`src/sfc_pkg.sv`:
```
// sfc_pkg: constants for the sector flash command controller
// assumes a byte-wide flash with eight 64 Kbyte sectors on an async parallel bus
package sfc_pkg;
  localparam int SFC_ADDR_W = 19;
  localparam int SFC_DATA_W = 8;
  localparam int SFC_SECTORS = 8;
  localparam int SFC_SECTOR_KB = 64;
  localparam int SFC_SECTOR_BYTES = SFC_SECTOR_KB * 1024;
  localparam logic [7:0] SFC_ERASED_BYTE = 8'hff;
  localparam int SFC_POLL_BIT = 7;
  localparam int SFC_TOGGLE_BIT = 6;
  localparam int SFC_TOGGLE2_BIT = 2;
  // unlock addresses and command codes: not given, plain defaults
  localparam logic [18:0] SFC_UNLOCK_A1 = 19'h00555;
  localparam logic [18:0] SFC_UNLOCK_A2 = 19'h002aa;
  localparam logic [7:0] SFC_UNLOCK_D1 = 8'haa;
  localparam logic [7:0] SFC_UNLOCK_D2 = 8'h55;
  localparam logic [7:0] SFC_CMD_PROG = 8'ha0;
  localparam logic [7:0] SFC_CMD_ERASE = 8'h80;
  localparam logic [7:0] SFC_CMD_CHIP = 8'h10;
  localparam logic [7:0] SFC_CMD_SECT = 8'h30;
  localparam logic [7:0] SFC_CMD_SUSP = 8'hb0;
  localparam logic [7:0] SFC_CMD_RESUME = 8'h30;
  localparam logic [7:0] SFC_CMD_RESET = 8'hf0;
  // bus strobe timing
  localparam int SFC_CLK_NS = 10;
  localparam int SFC_STROBE_NS = 100;
  localparam int SFC_STROBE_CYC = (SFC_STROBE_NS + SFC_CLK_NS - 1) / SFC_CLK_NS;
  localparam int SFC_CNT_W = 4;
  // register map (word index = address)
  localparam logic [3:0] SFC_REG_CTRL = 4'h0;
  localparam logic [3:0] SFC_REG_ADDR = 4'h1;
  localparam logic [3:0] SFC_REG_DATA = 4'h2;
  localparam logic [3:0] SFC_REG_STAT = 4'h3;
  localparam logic [3:0] SFC_REG_IRQ = 4'h4;
  localparam logic [3:0] SFC_REG_MASK = 4'h5;
  localparam logic [3:0] SFC_REG_SMASK = 4'h6;
  localparam logic [3:0] SFC_REG_RDATA = 4'h7;
  // ctrl opcodes (written to CTRL bits 2:0)
  localparam logic [2:0] SFC_OP_READ = 3'h1;
  localparam logic [2:0] SFC_OP_PROG = 3'h2;
  localparam logic [2:0] SFC_OP_SECT = 3'h3;
  localparam logic [2:0] SFC_OP_CHIP = 3'h4;
  localparam logic [2:0] SFC_OP_SUSP = 3'h5;
  localparam logic [2:0] SFC_OP_RESUME = 3'h6;
  localparam logic [2:0] SFC_OP_RESET = 3'h7;
  // irq bits
  localparam int SFC_IRQ_DONE = 0;
  localparam int SFC_IRQ_REFUSED = 1;
  localparam int SFC_IRQ_W = 2;
  typedef enum logic [2:0] {SFC_BUS_IDLE, SFC_BUS_SETUP, SFC_BUS_STROBE, SFC_BUS_HOLD} sfc_bus_state_t;
  typedef enum logic [2:0] {SFC_IDLE, SFC_SEQ, SFC_POLL, SFC_RDONE} sfc_state_t;
endpackage : sfc_pkg

```
`src/sfc_bus_cycle.sv`:
```
// sfc_bus_cycle: one asynchronous flash bus read or write cycle
// assumes the flash pins are sampled a strobe-width after assertion
`timescale 1ns/100ps
module sfc_bus_cycle import sfc_pkg::*; (
  input wire logic core_clk_i,
  input wire logic rst_i,
  input wire logic start_i,
  input wire logic write_i,
  input wire logic [SFC_ADDR_W-1:0] addr_i,
  input wire logic [SFC_DATA_W-1:0] wdata_i,
  input wire logic [SFC_DATA_W-1:0] dq_sync_i,
  output logic done_o,
  output logic [SFC_DATA_W-1:0] rdata_o,
  output logic [SFC_ADDR_W-1:0] addr_o,
  output logic [SFC_DATA_W-1:0] dq_o,
  output logic dq_oe_o,
  output logic ce_n_o,
  output logic we_n_o,
  output logic oe_n_o
);
  sfc_bus_state_t state;
  logic is_write;
  logic [SFC_CNT_W-1:0] cnt;

  always_ff @(posedge core_clk_i) begin
    if (rst_i) begin
      state <= SFC_BUS_IDLE;
      cnt <= '0;
      is_write <= 1'b0;
      done_o <= 1'b0;
    end else begin
      done_o <= 1'b0;
      unique case (state)
        SFC_BUS_IDLE: begin
          if (start_i) begin
            is_write <= write_i;
            state <= SFC_BUS_SETUP;
          end
        end
        SFC_BUS_SETUP: begin
          cnt <= SFC_CNT_W'(SFC_STROBE_CYC);
          state <= SFC_BUS_STROBE;
        end
        SFC_BUS_STROBE: begin
          if (cnt == '0) state <= SFC_BUS_HOLD;
          else cnt <= cnt - 1'b1;
        end
        SFC_BUS_HOLD: begin
          done_o <= 1'b1;
          state <= SFC_BUS_IDLE;
        end
        default: state <= SFC_BUS_IDLE;
      endcase
    end
  end

  // pins: the data bus is driven while we_n is low, setting up, or in the hold cycle after we_n rises, never with oe_n low
  always_ff @(posedge core_clk_i) begin
    if (rst_i) begin
      addr_o <= '0;
      dq_o <= '0;
      dq_oe_o <= 1'b0;
      ce_n_o <= 1'b1;
      we_n_o <= 1'b1;
      oe_n_o <= 1'b1;
      rdata_o <= '0;
    end else begin
      if (state == SFC_BUS_IDLE && start_i) begin
        addr_o <= addr_i;
        dq_o <= wdata_i;
        dq_oe_o <= write_i;
        ce_n_o <= 1'b0;
      end
      if (state == SFC_BUS_SETUP) begin
        we_n_o <= ~is_write;
        oe_n_o <= is_write;
      end
      if (state == SFC_BUS_STROBE && cnt == '0) begin
        if (!is_write) rdata_o <= dq_sync_i;
        we_n_o <= 1'b1;
        oe_n_o <= 1'b1;
      end
      if (state == SFC_BUS_HOLD) begin
        dq_oe_o <= 1'b0;
        ce_n_o <= 1'b1;
      end
    end
  end
endmodule : sfc_bus_cycle

```
`src/sfc_ctrl.sv`:
```
// sfc_ctrl: host controller for a sector-erasable byte flash
// Functional notes
// - separate active-low select, write, output strobes
// - commands are plain bus write cycles
// - host polls poll and toggle bits
// - host may suspend and resume sector erase
// assumes software orders through a plain register port; dq pins are async
//
// The implementer's own choices: the strobed register port and the register offsets.
`timescale 1ns/100ps
module sfc_ctrl import sfc_pkg::*; (
  input wire logic core_clk_i,
  input wire logic rst_i,
  input wire logic [3:0] reg_addr_i,
  input wire logic [31:0] reg_wdata_i,
  input wire logic reg_wr_i,
  input wire logic reg_rd_i,
  output logic [31:0] reg_rdata_o,
  output logic irq_o,
  output logic [SFC_ADDR_W-1:0] fl_addr_o,
  input wire logic [SFC_DATA_W-1:0] fl_dq_i,
  output logic [SFC_DATA_W-1:0] fl_dq_o,
  output logic fl_dq_oe_o,
  output logic fl_ce_n_o,
  output logic fl_we_n_o,
  output logic fl_oe_n_o
);
  sfc_state_t state;
  logic [SFC_DATA_W-1:0] dq_s1, dq_s2, dq_s3, dq_sync;
  logic [SFC_ADDR_W-1:0] op_addr;
  logic [SFC_DATA_W-1:0] op_data;
  logic [SFC_SECTORS-1:0] sect_mask;
  logic [2:0] op_code;
  logic [2:0] step;
  logic [2:0] nsteps;
  logic busy, suspended, refused, timeout;
  logic [SFC_IRQ_W-1:0] irq_stat, irq_mask;
  logic [SFC_DATA_W-1:0] read_byte, last_poll;
  logic poll_primed, susp_req;
  logic cyc_start, cyc_write, cyc_done;
  logic [SFC_ADDR_W-1:0] cyc_addr;
  logic [SFC_DATA_W-1:0] cyc_wdata, cyc_rdata;
  logic ev_done, ev_ref;
  logic ctrl_wr;

  // three-stage sampling of the async data lines; change accepted when stages 2 and 3 agree
  always_ff @(posedge core_clk_i) begin
    if (rst_i) begin
      dq_s1 <= '0;
      dq_s2 <= '0;
      dq_s3 <= '0;
      dq_sync <= '0;
    end else begin
      dq_s1 <= fl_dq_i;
      dq_s2 <= dq_s1;
      dq_s3 <= dq_s2;
      for (int i = 0; i < SFC_DATA_W; i++) begin
        if (dq_s2[i] == dq_s3[i]) dq_sync[i] <= dq_s3[i];
      end
    end
  end

  assign ctrl_wr = reg_wr_i && reg_addr_i == SFC_REG_CTRL;

  // command sequence table: unlock, unlock, command, then for erase a second unlock and target
  always_comb begin
    cyc_addr = SFC_UNLOCK_A1;
    cyc_wdata = SFC_UNLOCK_D1;
    cyc_write = 1'b1;
    unique case (step)
      3'd0: begin
        cyc_addr = SFC_UNLOCK_A1;
        cyc_wdata = SFC_UNLOCK_D1;
      end
      3'd1: begin
        cyc_addr = SFC_UNLOCK_A2;
        cyc_wdata = SFC_UNLOCK_D2;
      end
      3'd2: begin
        cyc_addr = SFC_UNLOCK_A1;
        cyc_wdata = (op_code == SFC_OP_PROG) ? SFC_CMD_PROG : SFC_CMD_ERASE;
      end
      3'd3: begin
        cyc_addr = (op_code == SFC_OP_PROG) ? op_addr : SFC_UNLOCK_A1;
        cyc_wdata = (op_code == SFC_OP_PROG) ? op_data : SFC_UNLOCK_D1;
      end
      3'd4: begin
        cyc_addr = SFC_UNLOCK_A2;
        cyc_wdata = SFC_UNLOCK_D2;
      end
      default: begin
        cyc_addr = (op_code == SFC_OP_CHIP) ? SFC_UNLOCK_A1 : op_addr;
        cyc_wdata = (op_code == SFC_OP_CHIP) ? SFC_CMD_CHIP : SFC_CMD_SECT;
      end
    endcase
    if (state == SFC_POLL || state == SFC_RDONE) begin
      cyc_write = 1'b0;
      cyc_addr = op_addr;
    end
    if (op_code == SFC_OP_SUSP || op_code == SFC_OP_RESUME || op_code == SFC_OP_RESET) begin
      cyc_addr = op_addr;
      cyc_wdata = (op_code == SFC_OP_SUSP) ? SFC_CMD_SUSP :
                  (op_code == SFC_OP_RESUME) ? SFC_CMD_RESUME : SFC_CMD_RESET;
    end
    if (op_code == SFC_OP_READ) cyc_write = 1'b0;
  end

  // main sequencer
  always_ff @(posedge core_clk_i) begin
    if (rst_i) begin
      state <= SFC_IDLE;
      step <= '0;
      nsteps <= '0;
      op_code <= SFC_OP_READ;
      op_addr <= '0;
      op_data <= SFC_ERASED_BYTE;
      busy <= 1'b0;
      suspended <= 1'b0;
      refused <= 1'b0;
      timeout <= 1'b0;
      cyc_start <= 1'b0;
      read_byte <= SFC_ERASED_BYTE;
      last_poll <= '0;
      poll_primed <= 1'b0;
      susp_req <= 1'b0;
      ev_done <= 1'b0;
      ev_ref <= 1'b0;
    end else begin
      cyc_start <= 1'b0;
      ev_done <= 1'b0;
      ev_ref <= 1'b0;
      if (reg_wr_i && reg_addr_i == SFC_REG_ADDR) op_addr <= reg_wdata_i[SFC_ADDR_W-1:0];
      if (reg_wr_i && reg_addr_i == SFC_REG_DATA) op_data <= reg_wdata_i[SFC_DATA_W-1:0];
      unique case (state)
        SFC_IDLE: begin
          susp_req <= 1'b0;
          if (ctrl_wr && reg_wdata_i[2:0] != 3'h0) begin
            op_code <= reg_wdata_i[2:0];
            step <= '0;
            refused <= 1'b0;
            timeout <= 1'b0;
            cyc_start <= 1'b1;
            state <= SFC_SEQ;
            busy <= 1'b1;
            // protected or erasing sector: refuse locally
            if ((reg_wdata_i[2:0] == SFC_OP_PROG || reg_wdata_i[2:0] == SFC_OP_SECT) &&
                sect_mask[op_addr[SFC_ADDR_W-1 -: 3]]) begin
              cyc_start <= 1'b0;
              state <= SFC_IDLE;
              busy <= 1'b0;
              refused <= 1'b1;
              ev_ref <= 1'b1;
            end
            unique case (reg_wdata_i[2:0])
              SFC_OP_PROG: nsteps <= 3'd3;
              SFC_OP_SECT, SFC_OP_CHIP: nsteps <= 3'd5;
              default: nsteps <= 3'd0;
            endcase
            if (reg_wdata_i[2:0] == SFC_OP_READ) state <= SFC_RDONE;
          end
        end
        SFC_SEQ: begin
          if (cyc_done) begin
            if (step == nsteps) begin
              if (op_code == SFC_OP_SUSP) suspended <= 1'b1;
              if (op_code == SFC_OP_RESUME) suspended <= 1'b0;
              if (op_code == SFC_OP_PROG || op_code == SFC_OP_SECT || op_code == SFC_OP_CHIP ||
                  op_code == SFC_OP_RESUME) begin
                state <= SFC_POLL;
                poll_primed <= 1'b0;
              end else begin
                state <= SFC_IDLE;
                busy <= 1'b0;
                ev_done <= 1'b1;
              end
            end else step <= step + 1'b1;
            cyc_start <= (step != nsteps) || op_code == SFC_OP_PROG || op_code == SFC_OP_SECT ||
                         op_code == SFC_OP_CHIP || op_code == SFC_OP_RESUME;
          end
        end
        SFC_POLL: begin
          // toggle bits stop toggling once the embedded algorithm is over
          if (ctrl_wr && reg_wdata_i[2:0] == SFC_OP_SUSP &&
              (op_code == SFC_OP_SECT || op_code == SFC_OP_RESUME)) susp_req <= 1'b1;
          if (cyc_done) begin
            last_poll <= cyc_rdata;
            read_byte <= cyc_rdata;
            poll_primed <= 1'b1;
            // first read only primes the history: a stale byte could look settled
            if (poll_primed && cyc_rdata[SFC_TOGGLE_BIT] == last_poll[SFC_TOGGLE_BIT] &&
                cyc_rdata[SFC_TOGGLE2_BIT] == last_poll[SFC_TOGGLE2_BIT]) begin
              state <= SFC_IDLE;
              busy <= 1'b0;
              ev_done <= 1'b1;
              // for a program the poll bit must match the written data, otherwise it did not take
              if (op_code == SFC_OP_PROG &&
                  cyc_rdata[SFC_POLL_BIT] != op_data[SFC_POLL_BIT]) begin
                refused <= 1'b1;
                ev_ref <= 1'b1;
              end
            end else if (susp_req) begin
              // suspend goes out between two poll reads, when the bus is free
              op_code <= SFC_OP_SUSP;
              step <= '0;
              nsteps <= '0;
              susp_req <= 1'b0;
              cyc_start <= 1'b1;
              state <= SFC_SEQ;
            end else cyc_start <= 1'b1;
          end
        end
        SFC_RDONE: begin
          if (cyc_done) begin
            read_byte <= cyc_rdata;
            state <= SFC_IDLE;
            busy <= 1'b0;
            ev_done <= 1'b1;
          end
        end
        default: state <= SFC_IDLE;
      endcase
    end
  end

  // protection and erasing-sector mask kept by software
  always_ff @(posedge core_clk_i) begin
    if (rst_i) sect_mask <= '0;
    else if (reg_wr_i && reg_addr_i == SFC_REG_SMASK) sect_mask <= reg_wdata_i[SFC_SECTORS-1:0];
  end

  // sticky events, set wins over write-one-to-clear
  always_ff @(posedge core_clk_i) begin
    if (rst_i) begin
      irq_stat <= '0;
      irq_mask <= '0;
      irq_o <= 1'b0;
    end else begin
      if (reg_wr_i && reg_addr_i == SFC_REG_MASK) irq_mask <= reg_wdata_i[SFC_IRQ_W-1:0];
      irq_stat <= (irq_stat & ~((reg_wr_i && reg_addr_i == SFC_REG_IRQ) ? reg_wdata_i[SFC_IRQ_W-1:0] : '0))
                  | {ev_ref, ev_done};
      irq_o <= |(irq_stat & irq_mask);
    end
  end

  always_ff @(posedge core_clk_i) begin
    if (rst_i) reg_rdata_o <= '0;
    else if (reg_rd_i) begin
      unique case (reg_addr_i)
        SFC_REG_CTRL: reg_rdata_o <= {29'h0, op_code};
        SFC_REG_ADDR: reg_rdata_o <= {13'h0, op_addr};
        SFC_REG_DATA: reg_rdata_o <= {24'h0, op_data};
        SFC_REG_STAT: reg_rdata_o <= {28'h0, timeout, refused, suspended, busy};
        SFC_REG_IRQ: reg_rdata_o <= {30'h0, irq_stat};
        SFC_REG_MASK: reg_rdata_o <= {30'h0, irq_mask};
        SFC_REG_SMASK: reg_rdata_o <= {24'h0, sect_mask};
        SFC_REG_RDATA: reg_rdata_o <= {24'h0, read_byte};
        default: reg_rdata_o <= '0;
      endcase
    end else reg_rdata_o <= '0;
  end

  sfc_bus_cycle u_cycle (
    .core_clk_i(core_clk_i),
    .rst_i(rst_i),
    .start_i(cyc_start),
    .write_i(cyc_write),
    .addr_i(cyc_addr),
    .wdata_i(cyc_wdata),
    .dq_sync_i(dq_sync),
    .done_o(cyc_done),
    .rdata_o(cyc_rdata),
    .addr_o(fl_addr_o),
    .dq_o(fl_dq_o),
    .dq_oe_o(fl_dq_oe_o),
    .ce_n_o(fl_ce_n_o),
    .we_n_o(fl_we_n_o),
    .oe_n_o(fl_oe_n_o)
  );
endmodule : sfc_ctrl

```
`config.mk`:
```
export PLATFORM = sky130hd
export DESIGN_NAME = sfc_ctrl
export DESIGN_NICKNAME = d
export VERILOG_FILES = /design/src/sfc_pkg.sv /design/src/sfc_bus_cycle.sv /design/src/sfc_ctrl.sv
export SDC_FILE = /design/constraint.sdc
export NUM_CORES = 1
export LEC_CHECK = 0
export ABC_AREA = 1
export BUFFER_PORTS_ARGS = -buffer_cell sky130_fd_sc_hd__buf_2
export CELL_PAD_IN_SITES_DETAIL_PLACEMENT = 1
export CELL_PAD_IN_SITES_GLOBAL_PLACEMENT = 2
export CORE_ASPECT_RATIO = 1.4
export CORE_UTILIZATION = 35
export CTS_CLUSTER_DIAMETER = 30
export DETAILED_ROUTE_END_ITERATION = 16
export PLACE_DENSITY = 0.85
export SLEW_MARGIN = 40
export SYNTH_ARGS = -nofsm -noshare
export SYNTH_HDL_FRONTEND = slang
export SYNTH_HIERARCHICAL = 1
export SYNTH_SLANG_ARGS = --single-unit
```
`constraint.sdc`:
```
create_clock -name core_clk_i -period 4.1 [get_ports core_clk_i]
set_input_delay 0.205 -clock core_clk_i [delete_from_list [all_inputs] [get_ports core_clk_i]]
set_output_delay 0.205 -clock core_clk_i [all_outputs]
set_load 0.02 [all_outputs]
```
==> flow_summary.toml <==
[critical_path]
critPathRequiredTime_ns = 4.43
crit_path_max_fanout = 18
endpoint_kind = "register"
path_class = "reg -> reg"
critPathLaunchType = "register"
cp.arrival_ns = 2.83

[detailed_routing]
post_drt_via_cell_ratio = 4.909
drc_errors = 0
routed_wl_mm = 20.29
ant_nets = 0
dr.pass1.iters = 4
dr_total_vias = 6411
drt_iter0_drc = 362
avgRoutedWirePerCell_um = 15.54

[yosys]
synth-main-ff-cell = "dfxtp_1"
syn_area_per_cell_um2 = 7.531
synth.distinct_cells = 43
synthArstFlopShare_pct = 0
netlist_area_um2 = 7237
ys_ff_latch = 167
synth.top_cell.area_share_pct = 46.20
seq_area_frac_synth_pct = 46.20
synth-edff-count = 0
ys_warn_count = 6
synth_area_leader_cell = "dfxtp_1"
netlist_top_cells_area = "dfxtp_1 (46%), nor2_1 (8.2%), o21ai_0 (7.3%), nand2_1 (6.2%), inv_1 (5.7%)"
syn_inst = 961

[global_routing]
grt_max_degree = 62
gr-total-overflow = 0
grt_pass1_wl_mm = 32.36
grt_pass1_vias = 6417
antenna_found_initial = 0
grt_usage_pct = 19.97

[die]
die_x_um = 123.5
initial_core_util_pct = 36.05
dieArea_um2 = 21260
die_y_um = 172.1
num_rows = 61
ios = 112
fp.coreArea_um2 = 20070

[timing]
finalWorstSetupSlack_ns = 1.592
fmax_mhz = 398.7
grt_setup_unrepaired = "no"
worstMarginPinSlew_ns = 0.7540
timing.final.crit_share_pct = 61.18
slew_headroom_pct = 49.61
skew_ns = 0.009425
hold_violations = 0
whs_ns = 0.03467
finalSetupTns_ns = 0
final_max_slew_viol_count = 0
period_minus_slack_ns = 2.508
finalSetupViolCount = 0

[pwr]
peakVddDrop_mv = 0.3134
p_leak_nw = 3.577
p_int_mw = 3.072
combPwrFrac_pct = 27.0
p_sw_mw = 1.580
power_density_nw_per_um2 = 550.3
swShare_pct = 33.96
total_power_mw = 4.651
p_seq_share_pct = 38.5
p_clk_share_pct = 34.5

[place]
hpwl_mm = 14.68
place_ws_ns = 1.603
placed_area_um2 = 7789
dp.cells = 1266
port_buffers = 85
gp_congestion = 0.8134

[clock_network]
clk_pin_slew_ns = 0.06
root_buffer = "clkbuf_16"
insertion_delay_ns = 0.44
cts_resized = 0
cts_tree = "yes"
cts.sinks = 167
cts_max_path_buffers = 2
cts_hold_buf = 8
htreeDepth = 4
postCtsSetupBuffers = 0
cts_buffers = 17

[run]
cap_violations = 0

[final_layout]
final_cell_mix = "dfxtp_1 (167), nor2_1 (158), nand2_1 (119)"
final_cells = 1306
final_common_cell = "dfxtp_1"
fillerInstances = 2516
fin_util_pct = 42.11
stdcell_area_um2 = 8453
antenna_cells = 0
area_delta_synth_final_pct = 16.81
finalNetCount = 1105
register_area_um2 = 3343
multi_input_area_um2 = 3202
drive_gt1_share_pct = 15.09

[status]
run_status = "completed"

[min_path]
hold_class = "in -> reg"
-- synth_stat cells, drive strengths merged, types with 6 or more instances --
library cell / count
o22ai: 11
o21ai: 112
o211ai: 16
nand2: 128
nor2: 167
nand3: 53
a32oi: 6
a21oi: 70
inv: 121
ha: 16
dfxtp: 167
clkbuf: 18
buf: 32
nor3: 19
-- worst paths after layout --
path | startpoint | end | slack, ns | cells after the start
setup / recovery | state[0]$_SDFFE_PP0P_ | u_cycle/addr_o[0]$_SDFFE_PP0P_ | 1.59 | 8
hold / removal | reg_wdata_i[3] | op_data[3]$_SDFFE_PP1P_ | 0.03 | 3
setup reg to reg | state[0]$_SDFFE_PP0P_ | u_cycle/addr_o[0]$_SDFFE_PP0P_ | 1.59 | 8
hold reg to reg | dq_s1[0]$_SDFF_PP0_ | dq_s2[0]$_SDFF_PP0_ | 0.40 | 2
-- cell type report --
cell class	instances	area share, %
sequential	167	39.55
multi-input combinational	634	37.88
timing repair buffer	99	6.513
clock buffer	23	5.536
inverter	122	5.417
tap	252	3.730
clock inverter	9	1.377
-- flip-flops by register name (all words and copies together), names as in the netlist, 4 cells and up --
| signal | flops |
|---|---|
| op_addr | 19 |
| reg_rdata_o | 19 |
| u_cycle/addr_o | 19 |
| dq_s1 | 8 |
| dq_s2 | 8 |
| dq_s3 | 8 |
| dq_sync | 8 |
| op_data | 8 |
| read_byte | 8 |
| sect_mask | 8 |
| u_cycle/dq_o | 8 |
| u_cycle/rdata_o | 8 |
| u_cycle/cnt | 4 |
-- power by group through the flow --
| stage | combinational [mW] | clock, mW | sequential (mW) |
|---|---|---|---|
| floorplan | 0.937 | 0 | 1.82 |
| global placement | 1.23 | 0 | 1.83 |
| detailed placement | 1.25 | 0 | 1.83 |
| CTS | 1.27 | 1.65 | 1.79 |
| global route | 1.41 | 1.71 | 1.81 |
| finish | 1.25 | 1.61 | 1.79 |
-- worst max-delay path: stages, from the launching register on --
cell,delay [ns]
dfxtp_1,0.38
inv_1,0.10
ha_1,0.44
nor2_1,0.43
nand2_2,0.20
nor2_1,0.40
a32oi_1,0.20
o21ai_0,0.20
nor2_1,0.05
-- routing by layer --
metal	global-route usage [%]	vias to the layer above	part of all wire [%]
met5	0	-	0
met2	35.56	111	50
li1	-	3261	-
met3	3.595	32	3.2
met4	7.962	0	2.2
met1	23.32	3007	44
-- kinds of logic (layout without fill, tap and decap cells) --
group	after synthesis	after routing	synth area share, %
AOI/OAI and AO/OA	223	223	17.12
xor gates and xnor gates	4	4	0.4842
buffers and inverters	172	253	10.18
other	1	13	0.05182
adders and majority gates	16	16	2.766
DFF	167	167	46.20
and+or+nand+nor	378	378	23.20
Note: power is estimated with default switching activity, not from simulation.
